===== config.mk =====
export PLATFORM = sky130hd
export DESIGN_NAME = bab_exec
export DESIGN_NICKNAME = d
export VERILOG_FILES = /design/src/verilog/bab_pkg.sv /design/src/verilog/bab_exec.sv /design/src/verilog/bab_alu.sv
export SDC_FILE = /design/constraint.sdc
export NUM_CORES = 1
export LEC_CHECK = 0
export ABC_AREA = 1
export BUFFER_PORTS_ARGS = -buffer_cell sky130_fd_sc_hd__buf_4
export CAP_MARGIN = 20
export CORE_MARGIN = 1
export CORE_UTILIZATION = 50
export DETAILED_ROUTE_END_ITERATION = 7
export HOLD_SLACK_MARGIN = 0.12
export PLACE_DENSITY_LB_ADDON = 0.05
export RECOVER_POWER = 50
export SETUP_SLACK_MARGIN = 0.5
export SYNTH_ARGS = -nofsm -noshare
export SYNTH_HDL_FRONTEND = slang
export SYNTH_HIERARCHICAL = 1
export SYNTH_SLANG_ARGS = --single-unit

===== constraint.sdc =====
create_clock -name clk_in -period 7.6 [get_ports clk_in]
set_clock_uncertainty 0.2 [all_clocks]
set_input_delay 0.76 -clock clk_in [delete_from_list [all_inputs] [get_ports clk_in]]
set_output_delay 0.76 -clock clk_in [all_outputs]
set_load 0.05 [all_outputs]

===== src/verilog/bab_pkg.sv =====
package bab_pkg;
  // Datapath widths
  localparam int unsigned DATA_W  = 8;
  localparam int unsigned FADDR_W = 7;
  localparam int unsigned BSEL_W  = 3;

  // Operations handed over by the decoder
  typedef enum logic [3:0] {
    OP_NOP            = 4'h0,
    OP_ADD_LITERAL    = 4'h1,
    OP_ADD_REGISTER   = 4'h2,
    OP_AND_LITERAL    = 4'h3,
    OP_AND_REGISTER   = 4'h4,
    OP_BIT_CLEAR      = 4'h5,
    OP_BIT_SET        = 4'h6,
    OP_SKIP_IF_ONE    = 4'h7,
    OP_SKIP_IF_ZERO   = 4'h8
  } bab_op_t;

  // Four clock phases per instruction cycle
  typedef enum logic [1:0] {
    PH_FETCH = 2'b00,
    PH_READ  = 2'b01,
    PH_CALC  = 2'b11,
    PH_WRITE = 2'b10
  } bab_phase_t;

  // APB register map
  localparam int unsigned    APB_AW        = 12;
  localparam logic [11:0]    REG_ACC_OFS   = 12'h000;
  localparam logic [11:0]    REG_FLAGS_OFS = 12'h004;
  localparam logic [11:0]    REG_STAT_OFS  = 12'h008;
  localparam logic [11:0]    REG_CTRL_OFS  = 12'h00c;

  // Field positions
  localparam int unsigned    FLAG_C_BIT     = 0;
  localparam int unsigned    FLAG_DIGIT_BIT = 1;
  localparam int unsigned    FLAG_Z_BIT     = 2;
  localparam int unsigned    STAT_PH_LSB    = 0;
  localparam int unsigned    STAT_SKIP_BIT  = 2;
  localparam int unsigned    STAT_NOP_BIT   = 3;
  localparam int unsigned    CTRL_EN_BIT    = 0;

  // Reset values
  localparam logic [7:0]     ACC_RST        = 8'h00;
  localparam logic           FLAG_RST       = 1'b0;
  localparam logic           CTRL_EN_RST    = 1'b1;

  // File addresses with side effects (plain defaults)
  localparam logic [6:0]     TIMER_ZERO_COUNT_ADDR_DEF = 7'h01;
  localparam logic [6:0]     PORT_A_ADDR_DEF           = 7'h05;
  localparam logic [6:0]     PORT_C_ADDR_DEF           = 7'h07;
endpackage


===== src/verilog/bab_exec.sv =====
// The placing of the registers and register access over APB are this design's own decisions.
`timescale 1ns/1ps
module bab_exec #(
  parameter logic [6:0] TIMER_ZERO_COUNT_ADDR = bab_pkg::TIMER_ZERO_COUNT_ADDR_DEF,
  parameter logic [6:0] PORT_A_ADDR           = bab_pkg::PORT_A_ADDR_DEF,
  parameter logic [6:0] PORT_C_ADDR           = bab_pkg::PORT_C_ADDR_DEF
) (
  input  wire logic                       clk_in,
  input  wire logic                       nrst_in,
  input  wire logic                       psel_in,
  input  wire logic                       penable_in,
  input  wire logic                       pwrite_in,
  input  wire logic [bab_pkg::APB_AW-1:0] paddr_in,
  input  wire logic [31:0]                pwdata_in,
  output logic      [31:0]                prdata_out,
  output logic                            pready_out,
  output logic                            pslverr_out,
  input  wire logic                       op_valid_in,
  input  wire bab_pkg::bab_op_t           op_code_in,
  input  wire logic [6:0]                 op_addr_in,
  input  wire logic [7:0]                 op_literal_in,
  input  wire logic [2:0]                 op_bit_in,
  input  wire logic                       op_dest_in,
  output logic                            op_ready_out,
  output logic                            skip_out,
  output logic                            done_out,
  output logic      [6:0]                 file_addr_out,
  input  wire logic [7:0]                 file_rd_data_in,
  output logic                            file_we_out,
  output logic      [7:0]                 file_wdata_out,
  input  wire logic [7:0]                 pin_a_in,
  input  wire logic [7:0]                 pin_c_in,
  input  wire logic                       prescaler_to_timer_in,
  output logic                            prescaler_clear_out,
  output logic      [7:0]                 acc_out,
  output logic                            carry_out,
  output logic                            digit_carry_flag_out,
  output logic                            zero_out
);
  import bab_pkg::*;

  typedef struct packed {
    bab_phase_t  phase;
    bab_op_t     op;
    logic [6:0]  addr;
    logic [7:0]  lit;
    logic [2:0]  bsel;
    logic        dest;
    logic [7:0]  opnd;
    logic [7:0]  acc;
    logic        carry;
    logic        digit_carry;
    logic        zero;
    logic        enable;
    logic        skip_pend;
    logic        skip_now;
    logic [7:0]  pin_a_s1;
    logic [7:0]  pin_a_s2;
    logic [7:0]  pin_c_s1;
    logic [7:0]  pin_c_s2;
    logic        file_we;
    logic [7:0]  file_wdata;
    logic        psc_clr;
    logic        done;
    logic [31:0] prdata;
    logic        pslverr;
  } bab_state_t;

  bab_state_t q;
  bab_state_t d;

  logic [7:0] alu_opnd;
  logic [7:0] alu_res;
  logic       alu_carry;
  logic       alu_digit;
  logic       alu_zero;
  logic       alu_bit;
  logic       lit_op;
  logic       reg_op;
  logic       add_op;
  logic       and_op;
  logic       test_op;
  logic       writes_file;
  logic       accept;
  logic       apb_setup;
  logic       apb_wr;
  logic [31:0] rd_word;
  logic        rd_hit;

  assign lit_op  = (q.op == OP_ADD_LITERAL) || (q.op == OP_AND_LITERAL);
  assign reg_op  = (q.op == OP_ADD_REGISTER) || (q.op == OP_AND_REGISTER);
  assign add_op  = (q.op == OP_ADD_LITERAL) || (q.op == OP_ADD_REGISTER);
  assign and_op  = (q.op == OP_AND_LITERAL) || (q.op == OP_AND_REGISTER);
  assign test_op = (q.op == OP_SKIP_IF_ONE) || (q.op == OP_SKIP_IF_ZERO);
  assign alu_opnd = lit_op ? q.lit : q.opnd;
  // Result goes to the file for bit ops or register ops with destination one
  assign writes_file = (reg_op && q.dest) ||
                       (q.op == OP_BIT_CLEAR) || (q.op == OP_BIT_SET);

  assign op_ready_out = (q.phase == PH_FETCH) && q.enable;
  assign accept       = op_ready_out && op_valid_in;
  assign apb_setup    = psel_in && !penable_in;
  assign apb_wr       = psel_in && penable_in && pwrite_in;

  bab_alu u_alu (
    .op_in           (q.op),
    .acc_in          (q.acc),
    .opnd_in         (alu_opnd),
    .bsel_in         (q.bsel),
    .res_out         (alu_res),
    .carry_out       (alu_carry),
    .digit_carry_out (alu_digit),
    .zero_out        (alu_zero),
    .bit_val_out     (alu_bit)
  );

  // Register read mux
  always_comb
  begin
    rd_word = 32'h0000_0000;
    rd_hit  = 1'b1;
    if (paddr_in == REG_ACC_OFS)
    begin
      rd_word[7:0] = q.acc;
    end
    else if (paddr_in == REG_FLAGS_OFS)
    begin
      rd_word[FLAG_C_BIT]     = q.carry;
      rd_word[FLAG_DIGIT_BIT] = q.digit_carry;
      rd_word[FLAG_Z_BIT]     = q.zero;
    end
    else if (paddr_in == REG_STAT_OFS)
    begin
      rd_word[STAT_PH_LSB +: 2] = q.phase;
      rd_word[STAT_SKIP_BIT]    = q.skip_pend;
      rd_word[STAT_NOP_BIT]     = q.skip_now;
    end
    else if (paddr_in == REG_CTRL_OFS)
    begin
      rd_word[CTRL_EN_BIT] = q.enable;
    end
    else
    begin
      rd_hit = 1'b0;
    end
  end

  always_comb
  begin
    d          = q;
    d.file_we  = 1'b0;
    d.psc_clr  = 1'b0;
    d.done     = 1'b0;
    d.pin_a_s1 = pin_a_in;
    d.pin_a_s2 = q.pin_a_s1;
    d.pin_c_s1 = pin_c_in;
    d.pin_c_s2 = q.pin_c_s1;
    // Read data and error are latched in the setup phase
    if (apb_setup)
    begin
      d.prdata  = pwrite_in ? 32'h0000_0000 : rd_word;
      d.pslverr = !rd_hit;
    end
    // Software writes; the datapath below overrides in the same cycle
    if (apb_wr && (paddr_in == REG_ACC_OFS))
    begin
      d.acc = pwdata_in[7:0];
    end
    if (apb_wr && (paddr_in == REG_FLAGS_OFS))
    begin
      d.carry       = pwdata_in[FLAG_C_BIT];
      d.digit_carry = pwdata_in[FLAG_DIGIT_BIT];
      d.zero        = pwdata_in[FLAG_Z_BIT];
    end
    if (apb_wr && (paddr_in == REG_CTRL_OFS))
    begin
      d.enable = pwdata_in[CTRL_EN_BIT];
    end
    unique case (q.phase)
      PH_FETCH:
      begin
        if (accept)
        begin
          d.phase     = PH_READ;
          d.skip_now  = q.skip_pend;
          d.skip_pend = 1'b0;
          d.op        = q.skip_pend ? OP_NOP : op_code_in;
          d.addr      = op_addr_in;
          d.lit       = op_literal_in;
          d.bsel      = op_bit_in;
          d.dest      = op_dest_in;
        end
      end
      PH_READ:
      begin
        d.phase = PH_CALC;
        if (q.addr == PORT_A_ADDR)
        begin
          d.opnd = q.pin_a_s2;
        end
        else if (q.addr == PORT_C_ADDR)
        begin
          d.opnd = q.pin_c_s2;
        end
        else
        begin
          d.opnd = file_rd_data_in;
        end
      end
      PH_CALC:
      begin
        d.phase = PH_WRITE;
        d.done  = 1'b1;
        if (add_op)
        begin
          d.carry       = alu_carry;
          d.digit_carry = alu_digit;
          d.zero        = alu_zero;
        end
        if (and_op)
        begin
          d.zero = alu_zero;
        end
        if ((add_op || and_op) && !writes_file)
        begin
          d.acc = alu_res;
        end
        if (writes_file)
        begin
          d.file_we    = 1'b1;
          d.file_wdata = alu_res;
          d.psc_clr    = (q.addr == TIMER_ZERO_COUNT_ADDR) && prescaler_to_timer_in;
        end
        if (q.op == OP_SKIP_IF_ONE)
        begin
          d.skip_pend = alu_bit;
        end
        if (q.op == OP_SKIP_IF_ZERO)
        begin
          d.skip_pend = !alu_bit;
        end
      end
      PH_WRITE:
      begin
        d.phase    = PH_FETCH;
        d.skip_now = 1'b0;
      end
    endcase
  end

  always_ff @(posedge clk_in or negedge nrst_in)
  begin
    if (!nrst_in)
    begin
      q             <= '0;
      q.acc         <= ACC_RST;
      q.carry       <= FLAG_RST;
      q.digit_carry <= FLAG_RST;
      q.zero        <= FLAG_RST;
      q.enable      <= CTRL_EN_RST;
    end
    else
    begin
      q <= d;
    end
  end

  assign prdata_out           = q.prdata;
  assign pready_out           = 1'b1;
  assign pslverr_out          = q.pslverr;
  assign skip_out             = q.skip_now;
  assign done_out             = q.done;
  assign file_addr_out        = q.addr;
  assign file_we_out          = q.file_we;
  assign file_wdata_out       = q.file_wdata;
  assign prescaler_clear_out  = q.psc_clr;
  assign acc_out              = q.acc;
  assign carry_out            = q.carry;
  assign digit_carry_flag_out = q.digit_carry;
  assign zero_out             = q.zero;

  // Checks
  logic [8:0] chk_sum;
  logic       in_calc;
  assign chk_sum = {1'b0, q.acc} + {1'b0, alu_opnd};
  assign in_calc = (q.phase == PH_CALC);
endmodule


===== src/verilog/bab_alu.sv =====
`timescale 1ns/1ps
module bab_alu (
  input  wire bab_pkg::bab_op_t op_in,
  input  wire logic [7:0]       acc_in,
  input  wire logic [7:0]       opnd_in,
  input  wire logic [2:0]       bsel_in,
  output logic      [7:0]       res_out,
  output logic                  carry_out,
  output logic                  digit_carry_out,
  output logic                  zero_out,
  output logic                  bit_val_out
);
  import bab_pkg::*;

  logic [8:0] sum;
  logic [4:0] nib;
  logic [7:0] mask;

  always_comb
  begin
    sum         = {1'b0, acc_in} + {1'b0, opnd_in};
    nib         = {1'b0, acc_in[3:0]} + {1'b0, opnd_in[3:0]};
    mask        = 8'h01 << bsel_in;
    carry_out       = sum[8];
    digit_carry_out = nib[4];
    bit_val_out = opnd_in[bsel_in];
    unique case (op_in)
      OP_ADD_LITERAL, OP_ADD_REGISTER:
        res_out = sum[7:0];
      OP_AND_LITERAL, OP_AND_REGISTER:
        res_out = acc_in & opnd_in;
      OP_BIT_CLEAR:
        res_out = opnd_in & ~mask;
      OP_BIT_SET:
        res_out = opnd_in | mask;
      default:
        res_out = opnd_in;
    endcase
    zero_out = (res_out == 8'h00);
  end
endmodule


==> parameters.txt, run 1 <==
Parameter                              Value

Critical path
  Setup Crit Path Kind    reg -> reg
  Worst r2r dst    zero_out
  Startpoint of the worst register-to-register path    q[120]
  Maximum fanout along the worst path    17
  Flop-to-flop setup slack    4.08 ns
  Critical Path Start Type    flop
  Cells on worst reg2reg path    18
  Critical Path End Type    flop
  Arrival time at the worst endpoint    3.63 ns
  Required time of the critical path    7.71 ns

Layout
  Growth of design area from synthesis to finish    11.8%
  Final antenna diode count    0
  Fraction of final layout cells with drive strength greater than 1    17.0%
  Final Net Count    920

Placement
  Final weighted congestion in routability-driven placement    0.858
  Worst slack at placement    4.10 ns
  Total half-perimeter wirelength after legalization and detailed placement    9670 microns
  Port Buffers    113

Worst hold path
  Hold Path Class    reg -> reg
  Worst hold path depth    0
  Worst Hold Launch    d[48]
  Worst hold path endpoint    q[48]

Logic synthesis
  Async set or reset register ratio after synthesis    100%
  Netlist area before placement    0.00562 sq mm
  Top cell type's share of synthesized area    43.7%
  Register area share after synthesis    44.1%
  Number of synthesis warnings    6
  Post-synthesis area per instance    7.67 sq um
  Leading area contributor after synthesis    dfrtp_1
  Largest cells by area after synthesis    dfrtp_1 (44%), nand2_1 (16%), buf_4 (7.6%), nand3_1 (5.6%), inv_1 (5.1%)
  Most frequently used cell type in the post-synthesis netlist    nand2_1
  Number of synthesized flops with an enable pin    0
  Count of cell types in the netlist    43
  Post-synthesis instance total    732
  Most instantiated flip-flop cell in the synthesis netlist    dfrtp_1
  Commonest cells in the synthesized netlist    nand2_1 (243), dfrtp_1 (98), inv_1 (76), nand3_1 (63), buf_4 (57)
  Flops & latches, synth    99

Clock network
  Max Buffers Root-to-Sink    2
  CTS tree    yes
  Clock sink count    99
  Insertion delay to the later sink of the worst-skew pair    0.38 ns
  H-tree levels    3
  # resized after CTS    0
  CTS root buffer    clkbuf_8
  Clock buffers created by TritonCTS    9
  Post-CTS clock slew at the launch and capture registers of the worst setup and hold paths    0.10 ns

Power
  Cell Pwr Density    424 mW/mm^2
  Cell leakage power    3.37 nW
  Worst VDD drop    194 uV

Die
  Floorplan die area    0.0117 sq mm
  Count of boundary I/O pins    163
  Die W    108 microns
  Number of placement rows    38
  Starting Density    51.6%
  Vert. Die Dim    108 microns
  Core Box Area    0.0109 sq mm

Detailed routing
  Total routed wirelength    12600 microns
  Detailed Routing Iterations Pass 1    4
  Detailed router's first-iteration violation count    275
  WL/cell    13.1 microns
  DRC    0
  Vias after detailed routing    4644
  Antenna Violating Nets Remaining    0
  Vias per cell    4.85

Global routing
  Global-route usage over all layers    23.3%
  Via count of the first global-routing pass    4468
  Global-route congestion overflow total    0
  Global-route wire length before repair    20700 microns
  Maximum number of pins on one net before global-route repair    74
  Initial antenna violation count    0

Timing
  Slew of the pin with the lowest slew margin    1.49 ns
  Share of the cycle needed by the critical path after routing    46.3%
  Unrepaired setup endpoints after global routing    no
  Post-layout worst setup margin    4.08 ns
  Slew Limit Headroom    0.611%
  Hold Fails Final Rpt    0
  Min Tclk post-route    3.52 ns
  Total Negative Setup Slacks    0 ns
  Max Transition Viols Final    0
  Fmax    0.284 GHz
  Setup Viol. Count Final    0

Flow run
  Maximum capacitance violations    0

Outcome
  Outcome    finished clean
[layer usage]
layer / part of all wire (%) / up-vias / wire length, microns / GRT usage, %
met4: 2.8 / 0 / 352 / 10.2
li1: - / 2358 / - / -
met2: 50 / 133 / 6260 / 41.5
met1: 43 / 2132 / 5400 / 28.0
met5: 0 / - / 0 / 0
met3: 4.4 / 21 / 549 / 3.01
[power breakdown]
part | leakage, nW | switching [mW] | total, mW | internal [mW]
registers | 1.21 | 0.147 | 0.823 | 0.676
logic | 2.07 | 1.07 | 1.52 | 0.441
clock network | 0.0815 | 0.199 | 0.323 | 0.124
[layout by cell type, fill, tap and decap left out, types with 2 or more instances in the layout]
cell type,Yosys,layout
a21oi_1,17,17
conb_1,2,25
nor3_1,2,3
or2_2,3,3
buf_4,57,66
a31oi_1,2,2
o21ai_1,7,3
clkbuf_4,0,17
inv_1,76,77
nand2_2,8,6
clkbuf_8,0,9
clkbuf_1,1,32
clkinvlp_4,0,4
nor2_2,5,4
o21ai_2,8,8
nand2_1,243,246
dfrtp_1,98,98
or2_0,2,2
nor2_1,51,53
nor2_4,5,4
inv_8,0,2
nand2_4,4,3
nand4_1,2,2
o21ai_0,28,32
ha_1,8,8
inv_2,6,5
nand3_1,63,63
nand3b_1,5,5
[cell type report]
type | instances | area (sq um)
fill | 1082 | 4610
sequential | 99 | 2480
multi-input combinational | 502 | 2360
timing repair buffer | 116 | 753
inverter | 85 | 328
tap | 140 | 175
clock buffer | 9 | 124
clock inverter | 7 | 61.3
[state kept, by name, indices dropped and copies added, names as in the netlist]
register,count
q,44
d,16
acc_out,8
file_wdata_out,8
prdata_out,8
file_addr_out,7
carry_out,1
digit_carry_flag_out,1
done_out,1
file_we_out,1
prescaler_clear_out,1
pslverr_out,1
skip_out,1
zero_out,1
[worst max path at each step]
stage,startpoint,endpoint,slack (ns),cells after the start
2_1_floorplan,q[120],zero_out,4.65,19
3_3_place_gp,q[120],zero_out,4.10,18
3_5_place_dp,q[120],zero_out,4.10,18
4_1_cts,q[120],zero_out,4.06,18
5_1_grt,q[120],zero_out,3.73,18
6_report,q[120],zero_out,4.08,18
[kinds of logic (layout without fill, tap and decap cells)]
group,after synthesis,after routing,share of synthesized area (%)
simple gates,398,398,31.5
fa+ha+maj,9,9,2.14
flops,99,99,44.1
buf+inv,154,217,14.8
compound gates,68,68,6.97
xor+xnor,2,2,0.312
other cells,2,25,0.134
[worst max-delay path: stages (launching register included)]
cell and delay (ns):
dfrtp_1 0.47, nor2_4 0.17, nand2_2 0.20, a21oi_1 0.41
ha_1 0.24, inv_1 0.05, fa_1 0.41, nand3b_1 0.19
nand2_1 0.17, nand2_1 0.09, nand2_1 0.08, nand2_1 0.05
nand3_1 0.06, nand2_1 0.09, nor2_1 0.11, nand2_1 0.06
nor2_1 0.21, nand3_1 0.10, nand2_1 0.07
[what timing repair did]
item                                   CTS  global route
endpoints found under the hold margin   26             0
hold buffers                             1             0
buffers inserted                         0             0
[metrics by stage]
stage               hold WS, ns  cell area, sq um  total power, mW  instances  utilization [%]
global route              0.165              6280             2.90        958             57.7
floorplan                 0.131              5700             2.06        755                -
detailed placement        0.135              6240             2.41        941             57.3
global placement          0.132              6240             2.39        941             57.3
finish                    0.147              6280             2.66        958             57.7
CTS                       0.149              6430             2.74        958             59.1
Power figures use the tool's default switching activity.
==> inputs of run 2 (changes only) <==
--- a/config.mk
+++ b/config.mk
@@ -5,7 +5,7 @@
 export SDC_FILE = /design/constraint.sdc
 export NUM_CORES = 1
 export LEC_CHECK = 0
-export ABC_AREA = 1
+export ABC_AREA = 0
 export BUFFER_PORTS_ARGS = -buffer_cell sky130_fd_sc_hd__buf_4
 export CAP_MARGIN = 20
 export CORE_MARGIN = 1
==> constraint.sdc (replaced) <==
create_clock -name clk_in -period 3.3 [get_ports clk_in]
set_clock_uncertainty 0.2 [all_clocks]
set_input_delay 0.33 -clock clk_in [delete_from_list [all_inputs] [get_ports clk_in]]
set_output_delay 0.33 -clock clk_in [all_outputs]
set_load 0.05 [all_outputs]
==> run 2 against run 1 <==
- sequential share of layout area is 4.2 points lower
- largest cell class is now multi-input gates
- synthesized cell count is 33% lower
- count of clock-buffer cells in the layout is 2 higher
- the run now ends with capacitance limit, slew limit left
==> parameters.txt, run 2 <==
Parameter                              Value

Layout
  Top register by number of flip-flops    q
  Final antenna diode count    0 (unchanged)
  Core occupancy in the finished layout    67.4% (+9.8 points)
  Growth of design area from synthesis to finish    29.8%
  Max FFs per register    44 (unchanged)
  Number of cells in the finished layout apart from fillers    781 (-18%)
  Most frequent cells in the layout    dfrtp_1 (98), buf_4 (93), dlygate4sd3_1 (57)
  Fraction of final layout cells with drive strength greater than 1    34.1% (+17 points)
  Final Net Count    747 (-19%)
  Most common cell after layout, fill and taps aside    dfrtp_1
  Number of inserted filler cells in the final layout    825 (-24%)

Detailed routing
  Detailed router's first-iteration violation count    184 (-33%)
  Vias after detailed routing    4091 (-12%)
  Detailed-routing wirelength on met1    5380 microns (-0.33%)
  Met3 wire length    536 microns (-2.4%)
  Vias per cell    5.24 (+8.1%)
  Antenna Violating Nets Remaining    0 (unchanged)
  Total routed wirelength    12700 microns (+0.84%)
  DRC    0 (unchanged)
  Top layer in use    met4
  Detailed Routing Iterations Pass 1    4 (unchanged)
  WL met2    6550 microns (+4.7%)
  WL/cell    16.2 microns (+24%)

Power
  Cell Pwr Density    334 mW/mm^2 (-21%)
  Cell leakage power    3.24 nW (-3.6%)
  Worst VDD drop    257 uV (+32%)

Die
  Starting Density    52.0% (+0.35 points)
  Core Box Area    0.0104 sq mm (-4.3%)
  Number of placement rows    37 (-2.6%)
  Floorplan die area    0.0112 sq mm (-3.6%)
  Die W    106 microns (-1.8%)
  Vert. Die Dim    106 microns (-1.8%)
  Count of boundary I/O pins    163 (unchanged)

Outcome
  Outcome    finished, violations left
  Violations in the final reports    capacitance limit, slew limit

Timing
  Fmax    0.309 GHz (+8.5%)
  Unrepaired setup endpoints after global routing    yes
  Share of the cycle needed by the critical path after routing    98.2% (+52 points)
  Min Tclk post-route    3.24 ns (-0.276 ns)
  Max Transition Viols Final    62 (+62)
  Slew of the pin with the lowest slew margin    1.58 ns (+0.0889 ns)
  Setup Viol. Count Final    0 (unchanged)
  Slew Limit Headroom    -5.32% (-5.9 points)
  Hold Fails Final Rpt    0 (unchanged)

Worst hold path
  Hold Path Class    in -> reg

Logic synthesis
  Number of synthesized flops with an enable pin    0 (unchanged)
  Most frequently used cell type in the post-synthesis netlist    dfrtp_1
  Register area share after synthesis    45.8% (+1.7 points)
  Largest cells by area after synthesis    dfrtp_1 (45%), mux2_2 (9.2%), buf_4 (7.8%), nand2_1 (2.7%), mux2_4 (2.2%)
  Leading area contributor after synthesis    dfrtp_1
  Most instantiated flip-flop cell in the synthesis netlist    dfrtp_1
  Commonest cells in the synthesized netlist    dfrtp_1 (98), buf_4 (56), mux2_2 (44), nand2_1 (39), nor2_1 (22)
  Flops & latches, synth    99 (unchanged)
  Netlist area before placement    0.00541 sq mm (-3.7%)
  Async set or reset register ratio after synthesis    100% (unchanged)
  Count of cell types in the netlist    71 (+65%)
  Number of synthesis warnings    6 (unchanged)
  Post-synthesis instance total    490 (-33%)
  Top cell type's share of synthesized area    45.3% (+1.7 points)
  Post-synthesis area per instance    11.0 sq um (+44%)

Critical path
  Required time of the critical path    3.38 ns (-4.33 ns)
  Maximum fanout along the worst path    8 (-9)
  Slowest Stage Delay on Critical Path    0.38 ns (-0.09 ns)
  Sequence of cells on the critical path    inv_2 > nor3_4 > buf_12 > mux2_4 > ha_4 > a21oi_4 > nand2_2 > xor2_1 > a221o_1 > or3_4 > nor4b_4 > inv_1 > a22oi_1
  Setup Crit Path Kind    reg -> reg
  Critical Path Start Type    flop
  Number of buffers and inverters on the critical path    3 (+2)
  Slowest CP cell    or3_4
  Arrival time at the worst endpoint    3.32 ns (-0.31 ns)
  Critical Path End Type    flop
  Worst path top cell family by delay    simple AND/OR/NAND/NOR gates

Flow run
  Maximum capacitance violations    1 (+1)

Clock network
  Clock buffers created by TritonCTS    9 (unchanged)
  Max Buffers Root-to-Sink    2 (unchanged)
  H-tree levels    3 (unchanged)
  Post-CTS clock slew at the launch and capture registers of the worst setup and hold paths    0.09 ns (about the same)
  CTS tree    yes
  Insertion delay to the later sink of the worst-skew pair    0.36 ns (-0.02 ns)
  Clock sink count    99 (unchanged)
  CTS root buffer    clkbuf_8

Global routing
  Global-route usage over all layers    24.0% (+0.73 points)
  Global-route wire length before repair    20800 microns (+0.30%)
  Via count of the first global-routing pass    4148 (-7.2%)
  Global-route congestion overflow total    0 (unchanged)
  Maximum number of pins on one net before global-route repair    63 (-15%)
  Initial antenna violation count    0 (unchanged)

Placement
  Port Buffers    113 (unchanged)
  Total half-perimeter wirelength after legalization and detailed placement    8890 microns (-8.0%)
  Cell count after placement    701 (-26%)
  Final weighted congestion in routability-driven placement    0.875 (+2.1%)
## run 2: final timing paths
path | startpoint | end | slack, ns | cells past startpoint
worst max-delay path | q[117] | zero_out | 0.06 | 13
worst min-delay path | pwdata_in[2] | acc_out[2] | 0.15 | 3
worst max register to register | q[117] | zero_out | 0.06 | 13
worst min register to register | d[63] | q[63] | 0.15 | 0
max in group asynchronous | nrst_in | d[66] | 1.27 | 2
min in group asynchronous | nrst_in | prdata_out[3] | 0.69 | 2
## run 2: cell families (layout without fill, tap and decap cells)
| logic type | after synthesis | in the layout | share of synthesized area (%) |
|---|---|---|---|
| DFF | 99 | 99 | 45.8 |
| buffers and inverters | 89 | 221 | 10.5 |
| other | 2 | 25 | 0.139 |
| AOI/OAI and AO/OA | 81 | 81 | 10.5 |
| and+or+nand+nor | 136 | 136 | 14.8 |
| xor gates and xnor gates | 7 | 7 | 1.13 |
| adders and majority gates | 9 | 9 | 2.22 |
| muxes | 67 | 67 | 14.9 |
## run 2: repair_timing
item                                    4_1_cts  5_1_grt
gates resized for setup                       8        8
endpoints found under the setup margin       14       14
buffers inserted                              4        3
endpoints found under the hold margin       120        0
pin swaps                                     6        4
hold buffers                                 57        0
## run 2: metal layers
layer	vias to the layer above	GRT usage [%]
met4	0	6.75
met2	113	41.9
met1	1988	30.1
met3	14	4.90
li1	1976	-
met5	-	0
## run 2: worst min-delay path, delay by kind of cell
family	cells	cell delay, ns
multiplexers	2	0.26
buffers and inverters	1	0.09
## run 2: report_power, final
part           internal, mW  switching (mW)
registers              1.24          0.0132
logic                 0.148           0.173
clock network         0.356           0.418
total                  1.74           0.604
## run 2: stage by stage
step                      setup TNS, ns  hold WS (ns)  power [mW]  instance area, sq um  setup slack (ns)
after global routing             -0.119         0.127        2.47                  7020            -0.103
final                                 0         0.148        2.35                  7020            0.0593
after global placement                0         0.131        1.53                  6200            0.0468
after CTS                             0         0.125        2.38                  7050            0.0456
after detailed placement              0         0.135        1.54                  6200            0.0247
after floorplan                       0        -0.166        1.44                  5580            0.0408
## run 2: layout make-up
cell class,count,area (sq um),share of cell area [%]
clock buffer,11,131,1.87
timing repair buffer,191,1520,21.7
inverter,14,52.6,0.748
clock inverter,5,60.1,0.855
multi-input combinational,325,2610,37.1
sequential,99,2480,35.3
tap,136,170,2.42
==> inputs of run 3 (changes only) <==
--- a/config.mk
+++ b/config.mk
@@ -7,9 +7,9 @@
 export LEC_CHECK = 0
 export ABC_AREA = 0
 export BUFFER_PORTS_ARGS = -buffer_cell sky130_fd_sc_hd__buf_4
-export CAP_MARGIN = 20
+export CAP_MARGIN = 25
 export CORE_MARGIN = 1
-export CORE_UTILIZATION = 50
+export CORE_UTILIZATION = 52
 export DETAILED_ROUTE_END_ITERATION = 7
 export HOLD_SLACK_MARGIN = 0.12
 export PLACE_DENSITY_LB_ADDON = 0.05
==> run 3 against run 2 <==
- the flow now finishes without violations
- via count grew 1.9%
- fmax shrank 1.3%
- sequential power about the same
- global-route usage increased by 1.2 points
- die area decreased by 3.8%
- clock power down 6.7%
- first-iteration DRC count up 20%
- critical path type unchanged
- critical endpoint unchanged
==> parameters.txt, run 3 (same netlist as run 2, synthesis figures left out) <==
Parameter                              Value

Outcome
  Outcome    finished clean

Critical path
  Critical Path End Type    flop
  Required time of the critical path    3.39 ns (about the same)
  Slowest Stage Delay on Critical Path    0.39 ns (about the same)
  Critical Path Start Type    flop
  Flop-to-flop setup slack    0.02 ns (-0.04 ns)
  Slowest CP cell    or3_4
  Worst r2r dst    zero_out
  Arrival time at the worst endpoint    3.37 ns (+0.05 ns)
  Maximum fanout along the worst path    7 (-1)
  Cells on worst reg2reg path    13 (unchanged)
  Startpoint of the worst register-to-register path    q[117]
  Sequence of cells on the critical path    inv_2 > nor3_4 > buf_12 > mux2_4 > ha_4 > a21oi_4 > nand2_1 > xor2_1 > a221o_1 > or3_4 > nor4b_4 > inv_1 > a22oi_2
  Setup Crit Path Kind    reg -> reg

Clock network
  Insertion delay to the later sink of the worst-skew pair    0.37 ns (about the same)
  CTS tree    yes
  Post-CTS clock slew at the launch and capture registers of the worst setup and hold paths    0.10 ns (about the same)
  H-tree levels    3 (unchanged)
  Clock sink count    99 (unchanged)
  CTS root buffer    clkbuf_8
  Clock buffers created by TritonCTS    9 (unchanged)
  Max Buffers Root-to-Sink    2 (unchanged)

Detailed routing
  DRC    0 (unchanged)
  Total routed wirelength    13100 microns (+3.4%)
  Detailed Routing Iterations Pass 1    4 (unchanged)
  WL/cell    16.7 microns (+3.2%)
  Vias after detailed routing    4170 (+1.9%)
  Antenna Violating Nets Remaining    0 (unchanged)
  Vias per cell    5.33 (+1.7%)
  Detailed router's first-iteration violation count    220 (+20%)

Global routing
  Global-route wire length before repair    21600 microns (+3.9%)
  Maximum number of pins on one net before global-route repair    61 (-3.2%)
  Via count of the first global-routing pass    4287 (+3.4%)
  Global-route usage over all layers    25.2% (+1.2 points)
  Initial antenna violation count    0 (unchanged)
  Global-route congestion overflow total    0 (unchanged)

Layout
  Max FFs per register    44 (unchanged)
  Final Net Count    752 (+0.67%)
  Fraction of final layout cells with drive strength greater than 1    35.4% (+1.3 points)
  Growth of design area from synthesis to finish    31.7%
  Most common cell after layout, fill and taps aside    dfrtp_1
  Final antenna diode count    0 (unchanged)
  Number of cells in the finished layout apart from fillers    783 (+0.26%)
  Top register by number of flip-flops    q
  Core occupancy in the finished layout    71.9% (+4.5 points)
  Most frequent cells in the layout    dfrtp_1 (98), buf_4 (95), dlygate4sd3_1 (56)

Power
  Switch Pwr    0.628 mW (+4.0%)
  Sequential cell fraction of total power    54.5% (+1.1 points)
  Combinational share of power    14.2% (+0.6 points)
  Clock power share    31.3% (-1.6 points)
  Cell leakage power    3.27 nW (+0.95%)
  Cell Pwr Density    323 mW/mm^2 (-3.3%)
  Switch share    27.3% (+1.6 points)
  Worst VDD drop    377 uV (+47%)
  Internal power    1.68 mW (-3.9%)

Die
  Die W    104 microns (-1.9%)
  Vert. Die Dim    104 microns (-1.9%)
  Count of boundary I/O pins    163 (unchanged)
  Starting Density    54.6% (+2.7 points)
  Core Box Area    0.00991 sq mm (-4.9%)
  Floorplan die area    0.0108 sq mm (-3.8%)
  Number of placement rows    36 (-2.7%)

Timing
  Hold slack final    0.141 ns (-0.00726 ns)
  Unrepaired setup endpoints after global routing    yes
  Max Transition Viols Final    0 (-100%)
  Hold Fails Final Rpt    0 (unchanged)
  Share of the cycle needed by the critical path after routing    99.5% (+1.3 points)
  Fmax    0.305 GHz (-1.3%)
  Setup Viol. Count Final    0 (unchanged)
  Slew Limit Headroom    2.32% (+7.6 points)
  Slew of the pin with the lowest slew margin    1.47 ns (-0.115 ns)
  Min Tclk post-route    3.28 ns (+0.0417 ns)
  Total Negative Setup Slacks    0 ns (unchanged)

Placement
  Total half-perimeter wirelength after legalization and detailed placement    8950 microns (+0.66%)
  Cell count after placement    697 (-0.57%)
  Final weighted congestion in routability-driven placement    0.848 (-3.1%)
  Port Buffers    113 (unchanged)

Worst hold path
  Worst hold path endpoint    acc_out[2]
  Hold Path Class    in -> reg
  Worst hold path depth    3 (unchanged)
  Worst Hold Launch    pwdata_in[2]

Flow run
  Maximum capacitance violations    0 (-1)
==> run 3: cell count changes in the layout (fill, tap and decap cells not counted), sizes merged <==
| cell | before | now |
|---|---|---|
| buf | 96 | 100 |
| bufinv | 1 | 0 |
| clkbuf | 49 | 50 |
| clkinv | 1 | 2 |
| clkinvlp | 1 | 2 |
| dlygate4sd3 | 57 | 56 |
==> run 3: repair_timing <==
action | in CTS | in global routing
resized for setup | 19 | 15
hold buffers | 56 | 0
endpoints found under the setup margin | 14 | 14
pin swaps | 8 | 10
setup buffers | 12 | 2
hold endpoints to repair | 116 | 0
==> run 3: routing by layer <==
metal / global-route usage (%) / share of wire [%]
met5: 0 / 0
met4: 7.86 / 1.4
met3: 3.88 / 3.4
met2: 43.8 / 51
met1: 32.3 / 44
==> run 3: power by group through the flow <==
stage | Sequential (mW) | Combinational (mW) | Clock [mW]
after floorplan | 1.28 | 0.156 | 0
after global placement | 1.28 | 0.255 | 0
after detailed placement | 1.28 | 0.257 | 0
after CTS | 1.25 | 0.323 | 0.743
after global routing | 1.26 | 0.352 | 0.794
final | 1.25 | 0.328 | 0.721
==> run 3: metrics by stage <==
stage	setup WS (ns)	cell area (sq um)	power, mW
after floorplan	0.0408	5580	1.44
after global placement	0.0177	6170	1.53
after detailed placement	-0.0193	6190	1.54
after CTS	0.0479	7120	2.32
after global routing	-0.111	7120	2.40
final	0.0176	7120	2.30
==> run 3: how the worst max path moves through the flow <==
stage / from / end
5_1_grt: q[117] / zero_out
4_1_cts: q[119] / zero_out
3_3_place_gp: q[119] / zero_out
6_report: q[117] / zero_out
2_1_floorplan: q[119] / zero_out
3_5_place_dp: q[119] / zero_out
==> run 3: area by class of cell <==
| type | instances | area, sq um |
|---|---|---|
| clock inverters | 6 | 48.8 |
| inverters | 14 | 52.6 |
| clock buffers | 10 | 128 |
| flip-flops and latches | 99 | 2480 |
| fillers | 736 | 2790 |
| multi-input cells | 325 | 2680 |
| well taps | 133 | 166 |
| repair buffers | 196 | 1570 |
==> run 3: critical path, delay by kind of cell, from the launching register on <==
kind            cells  cell delay (ns)
simple gates        4             0.96
buf+inv             3             0.29
compound gates      3             0.62
fa+ha+maj           1             0.26
mux                 1             0.34
flops               1             0.38
xor+xnor            1             0.16
